--- config.mk ---
export PLATFORM = sky130hd
export DESIGN_NAME = terminal_signal_mapper
export DESIGN_NICKNAME = d
export VERILOG_FILES = /design/src/term_map_pkg.sv /design/src/terminal_signal_mapper.sv
export SDC_FILE = /design/constraint.sdc
export NUM_CORES = 1
export LEC_CHECK = 0
export BUFFER_PORTS_ARGS = -buffer_cell sky130_fd_sc_hd__buf_4
export CAP_MARGIN = 20
export CORE_MARGIN = 5
export CORE_UTILIZATION = 56
export CTS_BUF_LIST = sky130_fd_sc_hd__clkbuf_16
export CTS_CLUSTER_SIZE = 8
export DETAILED_ROUTE_END_ITERATION = 8
export PLACE_DENSITY_LB_ADDON = 0.2
export SLEW_MARGIN = 20
export SYNTH_ARGS = -nofsm -noshare
export SYNTH_HDL_FRONTEND = slang
export SYNTH_SLANG_ARGS = --single-unit
--- constraint.sdc ---
create_clock -name pclk -period 9.7 [get_ports pclk]
set_input_delay 1.455 -clock pclk [delete_from_list [all_inputs] [get_ports pclk]]
set_output_delay 1.455 -clock pclk [all_outputs]
set_load 0.05 [all_outputs]
--- src/term_map_pkg.sv ---
// package: register map, function codes and carrier types of the terminal mapper
package term_map_pkg;
  localparam logic [7:0] ADDR_IN_SEL = 8'h00;
  localparam logic [7:0] ADDR_OUT_SEL = 8'h04;
  localparam logic [7:0] ADDR_CTRL = 8'h08;
  localparam logic [7:0] ADDR_BOK_MS = 8'h0c;
  localparam logic [7:0] ADDR_TOK_MS = 8'h10;
  localparam logic [7:0] ADDR_START_THR = 8'h14;
  localparam logic [7:0] ADDR_STATUS = 8'h18;
  localparam int TERMS = 5;
  localparam logic [19:0] IN_SEL_RST = 20'h87321;
  localparam logic [24:0] OUT_SEL_RST = {5'h05, 5'h04, 5'h03, 5'h02, 5'h01};
  localparam logic [4:0] IN_CODE_MAX = 5'h0f;
  localparam logic [4:0] OUT_CODE_MAX = 5'h12;
  localparam logic [13:0] OK_MS_RST = 14'h270f;
  localparam logic [15:0] START_THR_RST = 16'h0100;
  localparam logic [3:0] CTRL_RST = 4'h0;
  localparam int CTRL_LCS_LSB = 0;
  localparam int CTRL_JSS_BIT = 2;
  localparam int CTRL_REWRITE_BIT = 3;
  localparam int IF_LIMIT1 = 1;
  localparam int IF_START = 2;
  localparam int IF_RESET = 3;
  localparam int IF_LIMIT2 = 4;
  localparam int IF_FORCE = 5;
  localparam int IF_CLICK = 6;
  localparam int IF_JOBA = 7;
  localparam int IF_JOB1 = 10;
  localparam int IF_STOP = 15;
  localparam int OF_BATCH_OK = 1;
  localparam int OF_BATCH_FAIL = 2;
  localparam int OF_TORQUE_OK = 3;
  localparam int OF_TORQUE_FAIL = 4;
  localparam int OF_START_TQ = 5;
  localparam int OF_LOW = 6;
  localparam int OF_HIGH = 7;
  localparam int OF_ACTIVE = 8;
  localparam int OF_ALIVE = 9;
  localparam int OF_CAUTION = 10;
  localparam int OF_JOB_ECHO = 11;
  localparam int OF_JOB_GOOD = 14;
  localparam int OF_LAST = 18;
  localparam int CLK_PERIOD_NS = 100;
  localparam int MS_NS = 1000000;
  localparam int MS_CYCLES = MS_NS / CLK_PERIOD_NS;

  // events and levels coming from the controller core, same clock
  typedef struct packed {
    logic batch_good;
    logic batch_fail;
    logic torque_good;
    logic torque_fail;
    logic torque_low;
    logic torque_high;
    logic cycle_start;
    logic cycle_active;
    logic maint_limit;
    logic error_pending;
    logic [15:0] torque_value;
  } core_evt_t;

  // commands handed to the controller core
  typedef struct packed {
    logic judge_trigger;
    logic process_start;
    logic ext_start;
    logic count_reset;
    logic error_clear;
    logic judge_trigger2;
    logic force_complete;
    logic countdown;
    logic stop_tool;
    logic [3:0] job_number;
  } core_cmd_t;

  // whole state of the mapper
  typedef struct packed {
    logic [4:0][3:0] in_sel;
    logic [4:0][4:0] out_sel;
    logic [3:0] ctrl;
    logic [1:0][13:0] ok_ms;
    logic [15:0] start_thr;
    logic [4:0] sync1;
    logic [4:0] sync2;
    logic [4:0] prev;
    logic [2:0] job;
    logic [1:0] ok_on;
    logic [1:0][13:0] ok_cnt;
    logic bfail;
    logic tfail;
    logic tlow;
    logic thigh;
    logic st_reached;
    logic [15:0] pre;
    logic [4:0] term_out;
    core_cmd_t cmd;
    logic [31:0] prdata;
  } state_t;
endpackage : term_map_pkg

--- src/terminal_signal_mapper.sv ---
// terminal signal mapper: five input and five output terminals, APB configured
// Notes on behaviour
// RULE1 - five input terminals, reset codes 1,2,3,7,8
// RULE2 - limit one judges, or starts process
// RULE3 - function two gives external start
// RULE4 - reset clears count, or error if pending
// RULE5 - limit two judges when line select 1
// RULE6 - force batch complete, batch good asserted
// RULE7 - click wrench counts down one each
// RULE8 - scheme 0: three lines select job
// RULE9 - scheme 1: five lines select job
// RULE10 - external stop ends tool drive
// RULE11 - duplicate code configurations are refused
// RULE12 - five output terminals, reset codes 1..5
// RULE13 - batch good lasts batch pulse time
// RULE14 - fail outputs latch until reset
// RULE15 - torque good lasts torque pulse time
// RULE16 - start torque reached on threshold
// RULE17 - low and high torque rejections
// RULE18 - fastening active follows cycle
// RULE19 - alive drops while settings rewritten
// RULE20 - caution at maintenance limit
// RULE21 - job number echoed on three lines
// RULE22 - per job batch good, jobs 1..5
// RULE23 - zero timer holds until next cycle
// RULE24 - outputs only selected; unassigned inputs inactive
module terminal_signal_mapper
  import term_map_pkg::*;
#(
  parameter int MS_CYC = MS_CYCLES
) (
  input wire logic pclk,
  input wire logic presetn,
  input wire logic ce,
  input wire logic psel,
  input wire logic penable,
  input wire logic pwrite,
  input wire logic [7:0] paddr,
  input wire logic [31:0] pwdata,
  output logic [31:0] prdata,
  output logic pready,
  output logic pslverr,
  input wire logic [4:0] term_in,
  output logic [4:0] term_out,
  input wire core_evt_t evt,
  output core_cmd_t cmd
);

  state_t s, n;
  logic [15:0] fa;
  logic [15:0] fa_old;
  logic [15:0] rise;
  logic [OF_LAST:0] of;
  logic [4:0][4:0] in_codes;
  logic wr_bad;
  logic mapped;
  logic acc;
  logic tick;
  logic [1:0] ok_set;
  logic nok_clear;
  logic [4:0] alive_sel;

  // a field is bad when it is out of range or repeats another nonzero code
  function automatic logic codes_bad(input logic [4:0][4:0] c, input logic [4:0] lim);
    logic bad;
    bad = 1'b0;
    for (int i = 0; i < TERMS; i++) begin
      if (c[i] > lim) bad = 1'b1;
      for (int j = i + 1; j < TERMS; j++) begin
        if (c[i] != 5'h00 && c[i] == c[j]) bad = 1'b1;
      end
    end
    return bad;
  endfunction : codes_bad

  // decode input functions from synced pins; unassigned codes stay low
  always_comb begin
    fa = 16'h0000;
    fa_old = 16'h0000;
    for (int t = 0; t < TERMS; t++) begin
      fa[s.in_sel[t]] = fa[s.in_sel[t]] | s.sync2[t]; // see RULE24
      fa_old[s.in_sel[t]] = fa_old[s.in_sel[t]] | s.prev[t];
    end
    fa[0] = 1'b0; // code 0 means no function
    fa_old[0] = 1'b0;
    rise = fa & ~fa_old;
  end

  // apb decode; only one write field check is needed per target register
  always_comb begin
    for (int t = 0; t < TERMS; t++) begin
      in_codes[t] = {1'b0, pwdata[4 * t +: 4]};
    end
    acc = psel && penable && ce;
    mapped = 1'b1;
    wr_bad = 1'b0;
    if (paddr == ADDR_IN_SEL) begin
      wr_bad = codes_bad(in_codes, IN_CODE_MAX); // see RULE11
    end else if (paddr == ADDR_OUT_SEL) begin
      wr_bad = codes_bad(pwdata[24:0], OUT_CODE_MAX); // see RULE11
    end else if (paddr == ADDR_CTRL || paddr == ADDR_BOK_MS || paddr == ADDR_TOK_MS) begin
      wr_bad = 1'b0;
    end else if (paddr == ADDR_START_THR || paddr == ADDR_STATUS) begin
      wr_bad = 1'b0;
    end else begin
      mapped = 1'b0;
    end
  end

  // ready follows the clock enable so a frozen block holds the bus
  assign pready = ce;
  assign pslverr = acc && (!mapped || (pwrite && wr_bad));
  assign prdata = s.prdata;
  assign term_out = s.term_out;
  assign cmd = s.cmd;
  assign tick = (s.pre == 16'(MS_CYC - 1));
  assign ok_set[0] = evt.batch_good || rise[IF_FORCE]; // see RULE6
  assign ok_set[1] = evt.torque_good;
  assign nok_clear = rise[IF_RESET];

  // output function vector, indexed by output code
  always_comb begin
    of = '0;
    alive_sel = 5'h00;
    of[OF_BATCH_OK] = s.ok_on[0]; // see RULE13
    of[OF_BATCH_FAIL] = s.bfail; // see RULE14
    of[OF_TORQUE_OK] = s.ok_on[1]; // see RULE15
    of[OF_TORQUE_FAIL] = s.tfail; // see RULE14
    of[OF_START_TQ] = s.st_reached; // see RULE16
    of[OF_LOW] = s.tlow; // see RULE17
    of[OF_HIGH] = s.thigh; // see RULE17
    of[OF_ACTIVE] = evt.cycle_active; // see RULE18
    of[OF_ALIVE] = !s.ctrl[CTRL_REWRITE_BIT]; // see RULE19
    of[OF_CAUTION] = evt.maint_limit; // see RULE20
    of[OF_JOB_ECHO +: 3] = s.job; // see RULE21
    for (int k = 0; k < 5; k++) begin
      of[OF_JOB_GOOD + k] = s.ok_on[0] && (s.job == 3'(k)); // see RULE22
      alive_sel[k] = (s.out_sel[k] == 5'(OF_ALIVE));
    end
  end

  // next state; nothing moves while ce is low
  always_comb begin
    n = s;
    if (ce) begin
      // two-flop pin synchroniser, then edge history
      n.sync1 = term_in;
      n.sync2 = s.sync1;
      n.prev = s.sync2;
      n.pre = tick ? 16'h0000 : s.pre + 16'h0001;

      // commands to the core, registered
      n.cmd.judge_trigger = rise[IF_LIMIT1] && s.ctrl[1:0] == 2'd0; // see RULE2
      n.cmd.process_start = rise[IF_LIMIT1]
        && (s.ctrl[1:0] == 2'd1 || s.ctrl[1:0] == 2'd2); // see RULE2
      n.cmd.ext_start = rise[IF_START]; // see RULE3
      n.cmd.count_reset = rise[IF_RESET] && !evt.error_pending; // see RULE4
      n.cmd.error_clear = rise[IF_RESET] && evt.error_pending; // see RULE4
      n.cmd.judge_trigger2 = rise[IF_LIMIT2] && s.ctrl[1:0] == 2'd1; // see RULE5
      n.cmd.force_complete = rise[IF_FORCE]; // see RULE6
      n.cmd.countdown = rise[IF_CLICK]; // see RULE7
      n.cmd.stop_tool = fa[IF_STOP]; // see RULE10

      // job selection; scheme 1 keeps the last job when no line is high
      if (!s.ctrl[CTRL_JSS_BIT]) begin
        n.job = fa[IF_JOBA +: 3]; // see RULE8
      end else begin
        for (int k = 4; k >= 0; k--) begin
          if (fa[IF_JOB1 + k]) n.job = 3'(k); // see RULE9
        end
      end
      n.cmd.job_number = {1'b0, s.job} + 4'h1;

      // fail latches: a set in the clearing cycle wins
      if (nok_clear) n.bfail = 1'b0;
      if (evt.batch_fail) n.bfail = 1'b1; // see RULE14
      if (nok_clear) n.tfail = 1'b0;
      if (evt.torque_fail) n.tfail = 1'b1; // see RULE14
      if (evt.cycle_start) begin
        n.tlow = 1'b0;
        n.thigh = 1'b0;
      end
      if (evt.torque_low) n.tlow = 1'b1; // see RULE17
      if (evt.torque_high) n.thigh = 1'b1; // see RULE17
      n.st_reached = evt.torque_value >= s.start_thr; // see RULE16

      // ok pulse timers in whole ms; granularity is one ms tick
      for (int k = 0; k < 2; k++) begin
        if (ok_set[k]) begin
          n.ok_on[k] = 1'b1;
          n.ok_cnt[k] = s.ok_ms[k];
        end else if (s.ok_on[k]) begin
          if (s.ok_cnt[k] == 14'h0000) begin
            if (evt.cycle_start) n.ok_on[k] = 1'b0; // see RULE23
          end else if (tick) begin
            if (s.ok_cnt[k] == 14'h0001) n.ok_on[k] = 1'b0; // see RULE13 RULE15
            n.ok_cnt[k] = s.ok_cnt[k] - 14'h0001;
          end
        end
      end

      // each terminal shows only its selected function
      for (int t = 0; t < TERMS; t++) begin
        n.term_out[t] = (s.out_sel[t] <= OUT_CODE_MAX) ? of[s.out_sel[t]] : 1'b0; // see RULE24
      end

      // apb read data captured in the setup cycle
      if (psel && !penable) begin
        n.prdata = 32'h0000_0000;
        if (paddr == ADDR_IN_SEL) begin
          n.prdata[19:0] = s.in_sel;
        end else if (paddr == ADDR_OUT_SEL) begin
          n.prdata[24:0] = s.out_sel;
        end else if (paddr == ADDR_CTRL) begin
          n.prdata[3:0] = s.ctrl;
        end else if (paddr == ADDR_BOK_MS) begin
          n.prdata[13:0] = s.ok_ms[0];
        end else if (paddr == ADDR_TOK_MS) begin
          n.prdata[13:0] = s.ok_ms[1];
        end else if (paddr == ADDR_START_THR) begin
          n.prdata[15:0] = s.start_thr;
        end else if (paddr == ADDR_STATUS) begin
          n.prdata[15:0] = {s.tfail, s.bfail, s.cmd.job_number, s.term_out, s.sync2};
        end
      end

      // apb writes; refused writes leave the register untouched
      if (acc && pwrite && mapped && !wr_bad) begin
        if (paddr == ADDR_IN_SEL) begin
          n.in_sel = pwdata[19:0]; // see RULE1
        end else if (paddr == ADDR_OUT_SEL) begin
          n.out_sel = pwdata[24:0]; // see RULE12
        end else if (paddr == ADDR_CTRL) begin
          n.ctrl = pwdata[3:0];
        end else if (paddr == ADDR_BOK_MS) begin
          n.ok_ms[0] = pwdata[13:0];
        end else if (paddr == ADDR_TOK_MS) begin
          n.ok_ms[1] = pwdata[13:0];
        end else if (paddr == ADDR_START_THR) begin
          n.start_thr = pwdata[15:0];
        end
      end
    end
  end

  // state register; reset loads constants only
  always_ff @(posedge pclk or negedge presetn) begin
    if (!presetn) begin
      s <= '0;
      s.in_sel <= IN_SEL_RST; // see RULE1
      s.out_sel <= OUT_SEL_RST; // see RULE12
      s.ctrl <= CTRL_RST;
      s.ok_ms <= {OK_MS_RST, OK_MS_RST};
      s.start_thr <= START_THR_RST;
    end else begin
      s <= n;
    end
  end
endmodule : terminal_signal_mapper

== Word-level counts from Yosys, hierarchy flattened ==
Memories as Yosys holds them, arrays and structs flattened.
Cells that the tools add are included.

* ROM bits: 16
* Bits of input ports: 77
* Memories: 1
* Word-level logic and storage cells: 341
* Output and inout port bits: 52
* Flip-flop bits (word level): 205

* Eq/ne operators: 38
* Magnitude comparators: 26
* Add/sub/neg operators: 4
* Bitwise gates (word level): 19
* Reduce and logical (&&, ||, !) cells: 89
* Muxes and demuxes: 125

{| class="wikitable"
|+ Memory list
! memory !! depth !! width !! rd ports !! clocked after memory_dff !! write ports !! line !! RTL
|-
| (no name shown) || 16 || 1 || 1 || 0 || 0 || terminal_signal_mapper.sv:82 || <nowiki>fa_old[s.in_sel[t]] = fa_old[s.in_sel[t]] | s.prev[t];</nowiki>
|}

{| class="wikitable"
|+ Operator list
! operator !! count
|-
| 2-to-1 mux 14 bit || 10
|-
| bitwise mux 16 bit || 8
|-
| 2-to-1 mux 1 bit || 71
|-
| 2-to-1 mux 16 bit || 4
|-
| equality test 5 bit || 10
|-
| logical AND 1 bit || 43
|-
| equality test 4 bit || 10
|-
| AND 16 bit || 2
|-
| binary-select mux 1 bit (select 4 bit) || 8
|-
| less-than comparator 5 x 6 -> 1 bit (second input constant) || 5
|-
| equality test 14 x 1 -> 1 bit (second input constant) || 2
|-
| zero test 14 bit || 2
|-
| subtractor 14 x 1 -> 14 bit (second input constant) || 2
|-
| binary-select mux 1 bit (select 5 bit) || 5
|-
| > comparator 5 bit (second input constant) || 5
|-
| less-or-equal comparator 5 bit (second input constant) || 5
|-
| less-than comparator 4 x 5 -> 1 bit (second input constant) || 5
|-
| equality test 8 x 5 -> 1 bit (second input constant) || 3
|-
| demux 1 bit (select 4 bit) || 5
|-
| >= comparator 4 x 1 -> 1 bit (second input constant) || 5
|-
| 2-to-1 mux 20 bit || 1
|-
| nonzero test 5 bit || 4
|-
| 2-to-1 mux 3 bit || 6
|-
| adder 16 x 1 -> 16 bit (second input constant) || 1
|-
| 35 further kinds || 79
|}

== Longest topological paths before layout ==
* Depth in word-level cells: 27
* Gate-level depth with buffers: 18
* Depth with buffers taken out: 15

== Least setup slack after synthesis ==
Ideal clock, no wire load.

* Kind: input port to output port
* From: in pwdata[10]
* To: out pslverr
* Buffers on the path: 2
* Path slack: 4.550 ns
* Data required time: 8.245 ns
* Stages on the path: 10
* Arrival time: 3.695 ns
* Cells stage by stage: clkbuf_1 > buf_1 > xnor2_1 > nand4_1 > a31oi_1 > nor3_1 > a211o_1 > inv_1 > nand2_1 > a21oi_1

* Word-level cells in the longest chain between the ends: 20
* Elaborated cells between the ends (all ways): 46
* Classes of those cells: order compare (1); eq/ne (8); mux (24); reduce/logical (13)

{| class="wikitable"
|+ Ends and longest elaborated chain
! what !! line !! RTL
|-
| from (decl) || terminal_signal_mapper.sv:39 || <nowiki>input wire logic [31:0] pwdata,</nowiki>
|-
| equality test 5 bit || terminal_signal_mapper.sv:70 || <nowiki>if (c[i] != 5'h00 && c[i] == c[j]) bad = 1'b1;</nowiki>
|-
| logical AND 1 bit || terminal_signal_mapper.sv:70 ||
|-
| 2-to-1 mux 1 bit (3 in series) || terminal_signal_mapper.sv:70 ||
|-
| 2-to-1 mux 1 bit || terminal_signal_mapper.sv:68 || <nowiki>if (c[i] > lim) bad = 1'b1;</nowiki>
|-
| 2-to-1 mux 1 bit (3 in series) || terminal_signal_mapper.sv:70 ||
|-
| 2-to-1 mux 1 bit || terminal_signal_mapper.sv:68 ||
|-
| 2-to-1 mux 1 bit (2 in series) || terminal_signal_mapper.sv:70 ||
|-
| 2-to-1 mux 1 bit || terminal_signal_mapper.sv:68 ||
|-
| 2-to-1 mux 1 bit || terminal_signal_mapper.sv:70 ||
|-
| 2-to-1 mux 1 bit || terminal_signal_mapper.sv:68 ||
|-
| 2-to-1 mux 1 bit || terminal_signal_mapper.sv:99 || <nowiki>end else if (paddr == ADDR_OUT_SEL) begin</nowiki>
|-
| 2-to-1 mux 1 bit (*) || terminal_signal_mapper.sv:97 || <nowiki>if (paddr == ADDR_IN_SEL) begin</nowiki>
|-
| logical AND 1 bit (*) || terminal_signal_mapper.sv:112 || <nowiki>assign pslverr = acc && (!mapped || (pwrite && wr_bad));</nowiki>
|-
| logical OR 1 bit (*) || terminal_signal_mapper.sv:112 ||
|-
| logical AND 1 bit (*) || terminal_signal_mapper.sv:112 ||
|-
| to (decl) || terminal_signal_mapper.sv:42 || <nowiki>output logic pslverr,</nowiki>
|}

Mark *: on every way between the ends. The rest lies on a longest branch, timed or not.

== Worst setup path after layout ==
* From: reg s[198] in the netlist's numbering
* To: reg s[84] in the netlist's numbering

* Word-level cells in the longest chain between the ends: 22
* Elaborated cells between the ends (all ways): 45
* Classes of those cells: order compare (2); eq/ne (1); mux (27); bitwise (10); reduce/logical (5)

{| class="wikitable"
|+ Ends and longest elaborated chain
! what !! line !! RTL
|-
| from (decl) || terminal_signal_mapper.sv:49 || <nowiki>state_t s, n;</nowiki>
|-
| from (signal assigned) || terminal_signal_mapper.sv:256 || <nowiki>s <= n;</nowiki>
|-
| less-than comparator 4 x 5 -> 1 bit (implied by the code) or >= comparator 4 x 1 -> 1 bit (tied branches) || terminal_signal_mapper.sv:81, terminal_signal_mapper.sv:82 ||
|-
| logical AND 1 bit (implied by the code) || terminal_signal_mapper.sv:81, terminal_signal_mapper.sv:82 ||
|-
| 2-to-1 mux 1 bit (implied by the code) || terminal_signal_mapper.sv:81, terminal_signal_mapper.sv:82 ||
|-
| demux 1 bit (select 4 bit) || terminal_signal_mapper.sv:81, terminal_signal_mapper.sv:82 ||
|-
| bitwise mux 16 bit || terminal_signal_mapper.sv:82 ||
|-
| binary-select mux 1 bit (select 4 bit) || terminal_signal_mapper.sv:82 ||
|-
| 2-to-1 mux 1 bit (implied by the code) || terminal_signal_mapper.sv:82 ||
|-
| OR 1 bit || terminal_signal_mapper.sv:82 ||
|-
| [... 6 more ...] || n/a ||
|-
| 2-to-1 mux 1 bit (implied by the code) || terminal_signal_mapper.sv:82 ||
|-
| OR 1 bit || terminal_signal_mapper.sv:82 ||
|-
| bitwise mux 16 bit || terminal_signal_mapper.sv:82 ||
|-
| NOT 7 bit || terminal_signal_mapper.sv:86 || <nowiki>rise = fa & ~fa_old;</nowiki>
|-
| AND 7 bit (*) || terminal_signal_mapper.sv:86 ||
|-
| logical OR 1 bit (*) || terminal_signal_mapper.sv:117 || <nowiki>assign ok_set[0] = evt.batch_good || rise[IF_FORCE];</nowiki>
|-
| != test 2 bit (no source line) or nonzero test 2 bit (tied branches) || n/a ||
|-
| AND reduction 4 bit (no source line) || n/a ||
|}

Mark *: on every way between the ends. The rest lies on a longest branch, timed or not. The select of a mux whose other input is x is not followed.
A chain may end at the register's enable or synchronous reset.

==> flow_summary.yaml <==
outcome:
  run_status: "finished clean"
routing:
  routed_via_density: 6.79
  drt_pass1_iterations: 6
  wl_per_cell_um: 24.8
  route.antenna.remaining_nets: 0
  initialDrtViolationCount: 1616
  routed_wirelength_um: 55900
  dr_total_vias: 15300
  detail_route.drc_violations: 0
place:
  place_ws_ps: 3910
  detailed_place_hpwl_um: 40900
  placement.io_buffers: 114
  place_congestion: 0.979
sta:
  final_skew_ps: 9.74
  rsz0062_at_grt: "false"
  worst_pin_slew_ps: 1180
  report.final.hold_viol_count: 0
  period_minus_slack_ps: 5980
  setup-tns-final_ps: 0
  report.final.setup_viol: 0
  slew_limit_fails: 0
  layout_worst_path_cycle_share_pct: 61.7
  worst_slack_ps: 3720
  worst_rel_slew_slack_pct: 19.4
  max_clock_freq_mhz: 167
pwr:
  power.density_cell_area_mw_per_mm2: 130
  ir_worst_vdd_v: 0.000198
  total_leakage_power_nw: 7.22
setup_path:
  critical_path_arrival_ps: 6410
  cp-start-kind: "flop"
  critPathMaxFanout: 27
  timing.critical_path.to_type: "flop"
  timing.critical_path.from: "s[198]$_DFFE_PN0P_"
  worstPathRequired_ps: 10130
  crit-reg2reg-launch: "s[198]$_DFFE_PN0P_"
  path_class: "flop to flop"
cts:
  numClockSinks: 205
  cts.htree.levels: 1
  cts_root_buf: "clkbuf_16"
  cts.reportedPaths.clkPinSlew_ps: 50
  skew_pair_late_insertion_delay_ps: 550
  cts_resized: 0
  postCtsSetupRepairBufs: 0
  cts_hold_buf: 0
  cts-root-to-sink-buffers: 3
  cts_made_buffers: 29
  cts_tree: "yes"
yosys:
  synth.lib_cells_used.distinct: 102
  top_post_synthesis_cells_by_area: "dfrtp_1, mux2_2, dfstp_2"
  synth_top_area_share_pct: 26.8
  synth_area_sq_mm: 0.0161
  yosys_register_bits: 205
  syn-mean-instance-area_sq_um: 8.56
  ys_warn_count: 0
  synth-edff-count: 0
  ys_dominant_reg_cell: "dfrtp_1"
  syn-instance-count: 1884
  synth.yosys.seq_area_share_pct: 32.1
  async_reset_ff_share_pct: 100
  synth_largest_area_cell: "dfrtp_1"
global_route:
  number_of_global_route_vias_before_repair: 14800
  grt_util_all_layers_pct: 33.1
  globalRoute.totalOverflow: 0
  antenna_found_initial: 0
  grt_start_max_net_pins: 82
  grt_pass1_wl_um: 85900
worst_hold_path:
  hp-class: "flop to flop"
  min_from: "prdata[9]$_DFFE_PN0P_"
cells_and_area:
  layout.core_utilization_pct: 61.0
  syn2layout_area_growth_pct: 8.01
  fillerInstances: 2572
  layout_commonest_cell: "nand2_1"
  most-common-layout-cells: "nand2_1, dfrtp_1, nor2_1, buf_4"
  post_route_cells_drive_above_1_share_pct: 18.8
  multi_input_comb_area_sq_mm: 0.00975
  num-nets-final: 1949
  diodes: 0
  ff_latch_area_sq_mm: 0.00517
floorplanning:
  core_sq_mm: 0.0285
  fp.dieArea_sq_mm: 0.0323
  top_level_ports: 129
  core.rowCount: 62
  initial_core_util_pct: 56.5
  fp.dieH_um: 180
  die_x_um: 180
flow_run:
  maxCapViolCount: 0
[sequential cells by signal, indices dropped and copies added (netlist names)]
| signal | flops |
|---|---|
| s | 152 |
| cmd | 13 |
| term_out | 5 |
| prdata | 25 |
| of | 10 |
[report_power, final]
part	internal, mW	switching (mW)	total [mW]
Sequential	0.902	0.0672	0.969
Clock	0.534	0.379	0.914
Combinational	0.138	0.242	0.380
[cell families after synthesis]
logic type / count (synthesis) / share of synthesized area, %
compound gates: 533 / 22.3
xor+xnor: 105 / 5.82
fa+ha+maj: 28 / 2.17
buf+inv: 268 / 7.71
flops: 205 / 32.1
mux: 147 / 11.5
other cells: 1 / 0.0232
simple gates: 597 / 18.5
[final timing paths]
| path | to | slack, ps | depth (start not counted) |
|---|---|---|---|
| max | s[84]$_DFFE_PN0P_ | 3720 | 13 |
| min | prdata[9]$_DFFE_PN0P_ | 480 | 2 |
| max reg2reg | s[84]$_DFFE_PN0P_ | 3720 | 13 |
| min reg2reg | prdata[9]$_DFFE_PN0P_ | 480 | 2 |
| max in group asynchronous | cmd[6]$_DFFE_PN0P_ | 6690 | 3 |
| min in group asynchronous | s[59]$_DFFE_PN0P_ | 940 | 1 |
[per-layer routing]
| metal | routed length (um) | GRT usage (%) |
|---|---|---|
| met1 | 22700 | 43.7 |
| met2 | 26100 | 55.1 |
| met3 | 4270 | 4.35 |
| met4 | 2820 | 14.0 |
| met5 | 0 | 0 |
[final cells by class]
cell class / count / area share, %
Timing Repair Buffer: 124 / 5.42
Tap cell: 384 / 2.76
Clock buffer: 29 / 4.17
Sequential cell: 205 / 29.7
Inverter: 67 / 1.44
Multi-Input combinational cell: 1417 / 55.9
Clock inverter: 23 / 0.589
[critical path, stage by stage (launching register included)]
cell and delay [ps]:
dfrtp_1 900, nand4bb_1 410, o22ai_1 170, a221oi_2 560
a21oi_1 270, nor2_1 620, a21oi_1 290, a221oi_1 350
o31ai_1 150, a211oi_1 470, o31ai_4 220, o21ai_2 870
nor2_1 170, a221o_1 370
[per-stage QoR]
stage	instances	instance area (sq um)	hold slack [ps]	power [mW]
after global placement	2196	16600	464	1.34
final	2249	17400	483	2.26
after floorplan	1890	16200	447	1.22
after CTS	2248	17400	486	2.27
after global routing	2249	17400	497	2.36
after detailed placement	2196	16600	473	1.35
[Yosys cell counts (7+ instances only)]
library cell  instances
nand2_1             175
dfrtp_1             173
nor2_1              130
a21oi_1             119
o21ai_0             119
clkbuf_1            107
mux2_2              106
inv_1                66
xnor2_1              64
nor3_1               57
buf_4                54
nand3_1              54
xor2_1               40
dfstp_2              32
ha_1                 28
nor4_1               24
a211oi_1             23
o31ai_1              23
a221oi_1             22
a22oi_1              22
a31oi_1              22
buf_1                22
nand4_1              22
a21o_1               21
mux2i_1              20
mux4_2               19
o211ai_1             19
o22ai_1              19
nand2b_1             17
buf_2                16
nor2b_1              16
and3_1               13
a211o_1              12
and2_1               12
or3_1                12
nor3b_1              10
or2_2                10
a221o_1               9
nand3b_1              8
a311o_1               7
o221ai_1              7
No activity file was read; power rests on OpenSTA's default activity.
